## config.mk

```make
export PLATFORM = sky130hd
export DESIGN_NAME = txcfg_regs
export DESIGN_NICKNAME = d
export VERILOG_FILES = /design/src/txcfg_pkg.sv /design/src/deemph_decode.sv /design/src/txcfg_regs.sv
export SDC_FILE = /design/constraint.sdc
export NUM_CORES = 1
export LEC_CHECK = 0
export BUFFER_PORTS_ARGS = -buffer_cell sky130_fd_sc_hd__buf_4
export CAP_MARGIN = 40
export CORE_MARGIN = 1
export CORE_UTILIZATION = 40
export DETAILED_ROUTE_END_ITERATION = 10
export PLACE_DENSITY = 0.71
export SYNTH_ARGS = -nofsm -noshare
export SYNTH_HDL_FRONTEND = slang
export SYNTH_SLANG_ARGS = --single-unit
```

## constraint.sdc

```tcl
create_clock -name clk -period 3.7 [get_ports clk]
set_clock_uncertainty 0.05 [all_clocks]
set_input_delay 0.185 -clock clk [delete_from_list [all_inputs] [get_ports clk]]
set_output_delay 0.185 -clock clk [all_outputs]
set_load 0.1 [all_outputs]
```

## src/txcfg_pkg.sv

```systemverilog
// constants for the serial-link transmitter analog configuration registers
// assumes a 32-bit apb slave port; every register is one aligned word
//
// Function
// - de-emphasis is thermometer code, fill from lsb
// - pll factor 00 is 20x, 10 is 40x
// - overrange select routes channel a flag to pin
// - routing needs select and override enable both
// - override enable replaces power-down pin function
// - three-bit swing picks one of eight amplitudes
package txcfg_pkg;

  // =========================================================
  // register index (printed offsets are not all multiples of four)
  localparam logic [7:0] idx_lane1_deemphasis_ctrl  = 8'h12;
  localparam logic [7:0] idx_lane0_deemphasis_ctrl  = 8'h13;
  localparam logic [7:0] idx_lane2_deemphasis_ctrl  = 8'h14;
  localparam logic [7:0] idx_lane3_deemphasis_ctrl  = 8'h15;
  localparam logic [7:0] idx_serializer_pll_factor  = 8'h16;
  localparam logic [7:0] idx_overrange_pin_select   = 8'h1a;
  localparam logic [7:0] idx_swing_and_pin_override = 8'h1b;
  // status register of the block's own state
  localparam logic [7:0] idx_txcfg_status           = 8'h1c;

  // =========================================================
  // field positions
  localparam int deemph_lsb   = 2;
  localparam int deemph_w     = 6;
  localparam int pll_lsb      = 0;
  localparam int pll_w        = 2;
  localparam int ovr_sel_bit  = 1;
  localparam int ovr_en_bit   = 3;
  localparam int swing_lsb    = 5;
  localparam int swing_w      = 3;

  // =========================================================
  // reset values and codes
  localparam logic [7:0] reg_reset_val = 8'h00;
  localparam logic [1:0] pll_code_20x  = 2'h0;
  localparam logic [1:0] pll_code_40x  = 2'h2;

endpackage : txcfg_pkg

```

## src/deemph_decode.sv

```systemverilog
// thermometer check of one lane de-emphasis field
// assumes the field is a stored register value
`timescale 1ns/1ps
`default_nettype none
module deemph_decode
  import txcfg_pkg::*;
#(
  parameter int W = deemph_w
) (
  // field in
  input  wire logic [W-1:0] code,
  // decoded
  output logic              legal,
  output logic [$clog2(W+1)-1:0] level
);

  // legal when code+1 is a power of two, i.e. ones filled from lsb upward
  always_comb begin
    legal = ((code & (code + W'(1))) == '0);
    level = '0;
    for (int i = 0; i < W; i++) begin
      if (code[i]) begin
        level = level + 1'b1;
      end
    end
  end

endmodule : deemph_decode
`default_nettype wire

```

## src/txcfg_regs.sv

```systemverilog
// apb register bank for transmitter de-emphasis, swing, pll factor and
// the power-down pin override
// assumes apb3 master on clk; power_down_pin_in is already synchronous
//
// The APB slave port was chosen for this implementation.
`timescale 1ns/1ps
`default_nettype none
module txcfg_regs
  import txcfg_pkg::*;
#(
  parameter int LANES = 4
) (
  // clock and reset
  input  wire logic                    clk,
  input  wire logic                    rst_b,
  // apb slave
  input  wire logic                    psel,
  input  wire logic                    penable,
  input  wire logic                    pwrite,
  input  wire logic [11:0]             paddr,
  input  wire logic [31:0]             pwdata,
  output logic                         pready,
  output logic                         pslverr,
  output logic [31:0]                  prdata,
  // analog controls
  output logic [LANES*deemph_w-1:0]    lane_deemphasis,
  output logic [pll_w-1:0]             serializer_pll_factor,
  output logic                         pll_mode_40x,
  output logic [swing_w-1:0]           output_swing_select,
  // power-down pin path
  input  wire logic                    fast_overrange_flag,
  input  wire logic                    power_down_pin_in,
  output logic                         power_down_pin_out
);

  // =========================================================
  // apb decode
  logic [7:0]              idx;
  logic                    acc;
  logic                    wr;
  logic                    hit;
  logic [deemph_w-1:0]     deemph_r [LANES];
  logic [pll_w-1:0]        pll_r;
  logic                    ovr_sel_r;
  logic                    ovr_en_r;
  logic [swing_w-1:0]      swing_r;
  logic [LANES-1:0]        lane_legal;
  logic                    route_ovr;
  logic [7:0]              rd_byte;

  assign idx     = paddr[9:2];
  assign acc     = psel && penable;
  assign pready  = 1'b1;
  // a refused access (unmapped index or stray address bits) must not write
  assign wr      = acc && pwrite && hit;

  function automatic int lane_of(input logic [7:0] i);
    unique case (i)
      idx_lane0_deemphasis_ctrl: lane_of = 0;
      idx_lane1_deemphasis_ctrl: lane_of = 1;
      idx_lane2_deemphasis_ctrl: lane_of = 2;
      idx_lane3_deemphasis_ctrl: lane_of = 3;
      default:                   lane_of = -1;
    endcase
  endfunction : lane_of

  // =========================================================
  // storage; reserved bits are dropped on write
  always_ff @(posedge clk or negedge rst_b) begin
    if (!rst_b) begin
      for (int l = 0; l < LANES; l++) begin
        deemph_r[l] <= reg_reset_val[deemph_w-1:0];
      end
    end else if (wr && lane_of(idx) >= 0 && lane_of(idx) < LANES) begin
      deemph_r[lane_of(idx)] <= pwdata[deemph_lsb +: deemph_w];
    end
  end

  always_ff @(posedge clk or negedge rst_b) begin
    if (!rst_b) begin
      pll_r <= reg_reset_val[pll_w-1:0];
    end else if (wr && idx == idx_serializer_pll_factor) begin
      pll_r <= pwdata[pll_lsb +: pll_w];
    end
  end

  always_ff @(posedge clk or negedge rst_b) begin
    if (!rst_b) begin
      ovr_sel_r <= 1'b0;
    end else if (wr && idx == idx_overrange_pin_select) begin
      ovr_sel_r <= pwdata[ovr_sel_bit];
    end
  end

  always_ff @(posedge clk or negedge rst_b) begin
    if (!rst_b) begin
      ovr_en_r <= 1'b0;
      swing_r  <= reg_reset_val[swing_w-1:0];
    end else if (wr && idx == idx_swing_and_pin_override) begin
      ovr_en_r <= pwdata[ovr_en_bit];
      swing_r  <= pwdata[swing_lsb +: swing_w];
    end
  end

  // =========================================================
  // status: per-lane thermometer legality and pll code legality
  for (genvar g = 0; g < LANES; g++) begin : g_lane
    deemph_decode #(.W(deemph_w)) u_dec (
      .code  (deemph_r[g]),
      .legal (lane_legal[g]),
      .level ()
    );
    assign lane_deemphasis[g*deemph_w +: deemph_w] = deemph_r[g];
  end

  assign serializer_pll_factor = pll_r;
  assign pll_mode_40x          = (pll_r == pll_code_40x);
  assign output_swing_select   = swing_r;

  // =========================================================
  // power-down pin override: both bits needed; a plain gate keeps the
  // overrange flag free of added latency
  assign route_ovr          = ovr_sel_r && ovr_en_r;
  assign power_down_pin_out = route_ovr ? fast_overrange_flag
                                        : power_down_pin_in;

  // =========================================================
  // read mux; reserved bits read zero
  always_comb begin
    hit     = 1'b1;
    rd_byte = 8'h00;
    if (idx == idx_lane0_deemphasis_ctrl || idx == idx_lane1_deemphasis_ctrl ||
        idx == idx_lane2_deemphasis_ctrl || idx == idx_lane3_deemphasis_ctrl) begin
      if (lane_of(idx) < LANES) begin
        rd_byte[deemph_lsb +: deemph_w] = deemph_r[lane_of(idx)];
      end else begin
        hit = 1'b0;
      end
    end else if (idx == idx_serializer_pll_factor) begin
      rd_byte[pll_lsb +: pll_w] = pll_r;
    end else if (idx == idx_overrange_pin_select) begin
      rd_byte[ovr_sel_bit] = ovr_sel_r;
    end else if (idx == idx_swing_and_pin_override) begin
      rd_byte[swing_lsb +: swing_w] = swing_r;
      rd_byte[ovr_en_bit]           = ovr_en_r;
    end else if (idx == idx_txcfg_status) begin
      rd_byte[3:0] = 4'(lane_legal);
      rd_byte[4]   = (pll_r == pll_code_20x) || (pll_r == pll_code_40x);
      rd_byte[5]   = route_ovr;
    end else begin
      hit = 1'b0;
    end
    if (paddr[11:10] != 2'h0 || paddr[1:0] != 2'h0) begin
      hit = 1'b0;
    end
  end

  assign pslverr = acc && !hit;

  // read data registered during setup so it stands in the access phase
  always_ff @(posedge clk or negedge rst_b) begin
    if (!rst_b) begin
      prdata <= 32'h0000_0000;
    end else if (psel && !penable && !pwrite) begin
      prdata <= {24'h00_0000, rd_byte};
    end
  end
endmodule : txcfg_regs
`default_nettype wire

```

# Word level (Yosys, flattened, before mapping)
# Index checks and enable logic that the tools add are counted.
# totals
input_bits	51
word_cells	95
ff_bits	39
output_inout_bits	65
# classes
muxes	33
magnitude_cmp	6
bitwise	6
n_addsub	4
n_eq_ne	9
reduce_logical	28
# ops
cell	n
$mux 32	4
$pmux 32 s4	1
$eq 8x5->1 const B	8
$ge 32x3->1 const B	2
$lt 32x4->1 const B	2
$not 32->32	2
$mux 6	8
$ge 32x1->1 const B	1
$lt 32x1->1 const B	1
$add 6x1->6 const B	4
$and 6x6->6	4
$bwmux 24	1
$logic_not 6->1	4
$logic_and 1x1->1	13
$mux 1	13
$bmux 6 s2	1
$demux 6 s2	1
$mux 2	3
$logic_or 1x1->1	5
$reduce_bool 2->1	2
$logic_not 1->1	3
$mux 3	1
$eq 2x2->1 const B	1
$logic_not 2->1	1

# Logic depth before layout (Yosys ltp)
# logic_depth
word_depth	19
mapped_depth	7

# Cells and area by module
# A second synthesis with hierarchy kept.
# unflattened
hier_cells	346
hier_area_um2	3372.0
# by_module_without_submodules
module	area_each_um2	cells_each	seq_area_each_um2	n_inst
txcfg_regs	2240.9	202	975.9	1
deemph_decode	282.8	36	0.0	4

# Worst setup path before layout
# No wires, ideal clock.
# synth_path
kind	flip-flop to output port
startpoint	reg pll_r[1] (netlist: serializer_pll_factor[1])
endpoint	out pll_mode_40x
required_ns	3.465
path_buffers	0
stages_incl_launch_ff	2
slack_ns	1.092
t_arrival_ns	2.373
path_cell_list	dfrtp_1 -> nor2b_1
# synth_between
elab_chain_len	1
# synth_lines
item	line	text
from (decl)	txcfg_regs.sv:43	logic [pll_w-1:0] pll_r;
from (signal assigned)	txcfg_regs.sv:81	pll_r <= reg_reset_val[pll_w-1:0];
from (signal assigned)	txcfg_regs.sv:83	pll_r <= pwdata[pll_lsb +: pll_w];
$eq 2x2->1	txcfg_regs.sv:117	assign pll_mode_40x = (pll_r == pll_code_40x);
to (decl)	txcfg_regs.sv:28	output logic pll_mode_40x,
# No other way between the ends.

# Worst setup path after layout
# layout_path
startpoint	in paddr[7]
endpoint	reg deemph_r, in the netlist lane_deemphasis[15]
# layout_between
elab_chain_len	10
# layout_lines
item	line	text
from (decl)	txcfg_regs.sv:20	input wire logic [11:0] paddr,
$eq 8x5->1 (on tied branches)	n/a	
$pmux 32 s4 / $mux 1 (equally long branches)	txcfg_regs.sv:58, txcfg_regs.sv:146	
$mux 32 / $mux 1 (equally long branches)	txcfg_regs.sv:132, txcfg_regs.sv:143	
$lt 32x4->1 / $mux 1 (equally long branches)	txcfg_regs.sv:134, txcfg_regs.sv:141	
$mux 1 (on tied branches)	txcfg_regs.sv:134, txcfg_regs.sv:139	
$mux 1	txcfg_regs.sv:132	if (idx == idx_lane0_deemphasis_ctrl || idx == idx_lane1_deemphasis_ctrl ||
$mux 1	txcfg_regs.sv:153	if (paddr[11:10] != 2'h0 || paddr[1:0] != 2'h0) begin
$logic_and 1x1->1	txcfg_regs.sv:55	assign wr = acc && pwrite && hit;
$logic_and 1x1->1 (2 in series)	txcfg_regs.sv:74	end else if (wr && lane_of(idx) >= 0 && lane_of(idx) < LANES) begin
to (signal, indexed assignment)	txcfg_regs.sv:72	deemph_r[l] <= reg_reset_val[deemph_w-1:0];
to (signal, indexed assignment)	txcfg_regs.sv:75	deemph_r[lane_of(idx)] <= pwdata[deemph_lsb +: deemph_w];
to (decl)	txcfg_regs.sv:42	logic [deemph_w-1:0] deemph_r [LANES];
# Several ways; a longest one is shown, not always the timed one. The select of a mux whose other input is x is not followed.
# A chain may end at the register's enable or synchronous reset.

==> key figures <==
GRT
  • Number of global-route vias before repair: 1,856
  • Pin count of the biggest net entering global routing: 40
  • GRT Residual Overflow: 0
  • Global-route wire length before repair: between 9000 and 10,000 um
  • Initial antenna violation count: 0
  • Tot GR Track Use: 20.06%

Synth
  • Post-synth ARST share: 100.0%
  • Synth area leader: dfrtp_1
  • Largest cells by area after synthesis: dfrtp_1, mux2_2, buf_4
  • Yosys cell types: 52
  • Top cell type's share of synthesized area: between 40% and 50%
  • Synthesized instance count: 230
  • Synth top cells by count: dfrtp_1, mux2_2, buf_4, nand2_1, nor2_1
  • Register area share after synthesis: 40.65%
  • Number of synthesized register bits: 39
  • Count leader, synth: dfrtp_1
  • Synth Area per Inst: about 10 um2
  • YS warnings: 0
  • Most used DFF post-synth: dfrtp_1
  • EDFF count, synth: 0
  • Synth Cell Area: about 2400 um2

Status
  • Outcome: finished clean

STA
  • Total negative slack: 0 ps
  • Worst hold slack: between 70 and 80 ps
  • Post-route minimum period: between 1500 and 2000 ps
  • Final worst setup slack: between 1500 and 2000 ps
  • RSZ-0062 raised after global routing: false
  • Hold Vio Cnt, Final: 0
  • Fin crit share: ~50%
  • Final setup viols: 0
  • Max Slew Vio Count: 0
  • Relative max-transition margin: roughly three fifths
  • Fmax: approximately 0.54 GHz
  • Slew at the pin closest to its max-slew limit: 584.9 ps

Floorplan
  • Cell Rows: 27
  • Die Y: approximately 80 um
  • Starting Density: between 40% and 50%
  • Full die area: 6316 um2
  • DIE WIDTH: 79.48 um
  • Core Footprint: ~5600 um2
  • IO Count: 116

Worst setup path
  • Worst Path Max Fanout: 10
  • Critical path launch point type: primary input
  • Critical path arrival: just under 2000 ps
  • Worst EP required: between 3000 and 4000 ps
  • Crit path capture type: flip-flop
  • Critical path class: in2reg

Route
  • Vias post-DR: 1,969
  • Routed wire length per instance: 16.33 um
  • Final wirelength: a little under 6000 um
  • Pre-Repair DR Iteration Count: 4
  • First DRT Iteration DRCs: between 80 and 90
  • Vias per cell: approximately 5.4
  • DRC: 0
  • Post-DRT Antenna Nets: 0

Final layout
  • # fillers: roughly 530
  • Syn-to-layout area delta: 22.82%
  • Nets: 344
  • Antenna Diode Count: 0
  • Post-Route Utilization: 52.27%
  • Share of cells above drive strength 1: between 30% and 40%

Clock tree
  • CTS tree: done
  • Setup Fix Bufs, Post-CTS: 0
  • Max Root-Sink Buffers: 2
  • Clock-pin slew on the worst setup and hold paths: 80 ps
  • Htree depth: 2
  • Clock Tree Root: clkbuf_8
  • CTS sink cnt: 39
  • Total CTS buffers: 5
  • Clk_lat worst skew: just under 300 ps

Min path
  • Worst hold path type: in2reg

Power
  • Worst VDD drop: 244.2 uV
  • PnR Total Power: around 1000 uW
  • P_leak: approximately 1.4 nW
  • PD cells: ~340 nW/um2

Placed design
  • Hpwl dp: roughly 4500 um
  • PortBufs: 66
  • Dpl ws: roughly 1500 ps
  • Routability cong.: 0.9062

Run
  • Maxcap violations: 0
==> cells by family after synthesis <==
| kind of cell | count (synthesis) | synth area share, % |
|---|---|---|
| simple gates | 74 | 18.03 |
| compound gates | 41 | 12.30 |
| flops | 39 | 40.65 |
| mux | 37 | 18.03 |
| buf+inv | 36 | 10.32 |
| other cells | 2 | 0.3128 |
| xor+xnor | 1 | 0.3648 |
==> power breakdown <==
group	leakage (nW)	switching, mW	internal [mW]
clock	0.0502	0.150	0.197
sequential	0.543	0.00173	0.429
combinational	0.819	0.184	0.0361
==> metal layers <==
layer	vias up	wire length [um]	global-route usage, %
li1	917	-	-
met5	-	0	0
met2	96	2809	32.31
met4	0	66	5.636
met1	947	2706	27.13
met3	9	377	4.114
==> state kept, by name, summed over array words and instances, names as in the netlist <==
| register | cells |
|---|---|
| lane_deemphasis | 24 |
| prdata | 8 |
| ovr_sel_r | 1 |
| serializer_pll_factor | 2 |
| output_swing_select | 3 |
| ovr_en_r | 1 |
==> worst max-delay path, cell delays in order <==
cell and delay [ps]:
buf_4 120, or4b_4 620, nor4_4 340, and2b_1 390, mux2_4 330
==> worst paths after layout <==
kind / slack (ps) / cells after the start / from / to
max: 1860 / 5 / paddr[7] / lane_deemphasis[15]$_DFFE_PN0P_
min: 70 / 2 / pwdata[0] / serializer_pll_factor[0]$_DFFE_PN0P_
max reg2reg: 1950 / 5 / lane_deemphasis[7]$_DFFE_PN0P_ / prdata[1]$_DFFE_PN0P_
min reg2reg: 440 / 2 / prdata[1]$_DFFE_PN0P_ / prdata[1]$_DFFE_PN0P_
max in group asynchronous: 2890 / 2 / rst_b / prdata[0]$_DFFE_PN0P_
min in group asynchronous: 340 / 2 / rst_b / ovr_sel_r$_DFFE_PN0P_
==> cell usage in the layout, fill, tap and decap left out, drive strengths merged, types with 3 or more instances in the layout <==
cell	synthesis	layout
nor2	13	13
conb	2	25
mux2	32	32
nor2b	6	6
o211ai	4	4
a221oi	3	3
a21oi	7	7
buf	31	66
clkbuf	3	5
mux2i	5	5
o31a	3	3
nor3	5	5
o21ai	6	6
dfrtp	39	39
nand2b	3	3
nand2	21	21
nand3	10	10
nor4	3	3
==> per-stage QoR <==
step	area, um2	instances
global route	2949	365
detailed placement	2833	357
floorplan	2487	253
global placement	2833	357
finish	2949	365
CTS	2949	365
==> layout make-up <==
cell class,instances,area (um2),share of cell area [%]
Sequential cell,39,975.9,33.09
Tap cell,72,90.09,3.055
Inverter,2,7.507,0.2546
Multi-Input combinational cell,178,1264,42.85
Timing Repair Buffer,67,505.5,17.14
Clock buffer,5,68.82,2.333
Clock inverter,2,37.54,1.273
==> what timing repair did <==
item                      in CTS  in global routing
hold buffers                   1                  0
hold endpoints to repair      39                  0
gates resized for setup        0                  0
Power figures use the tool's default switching activity.
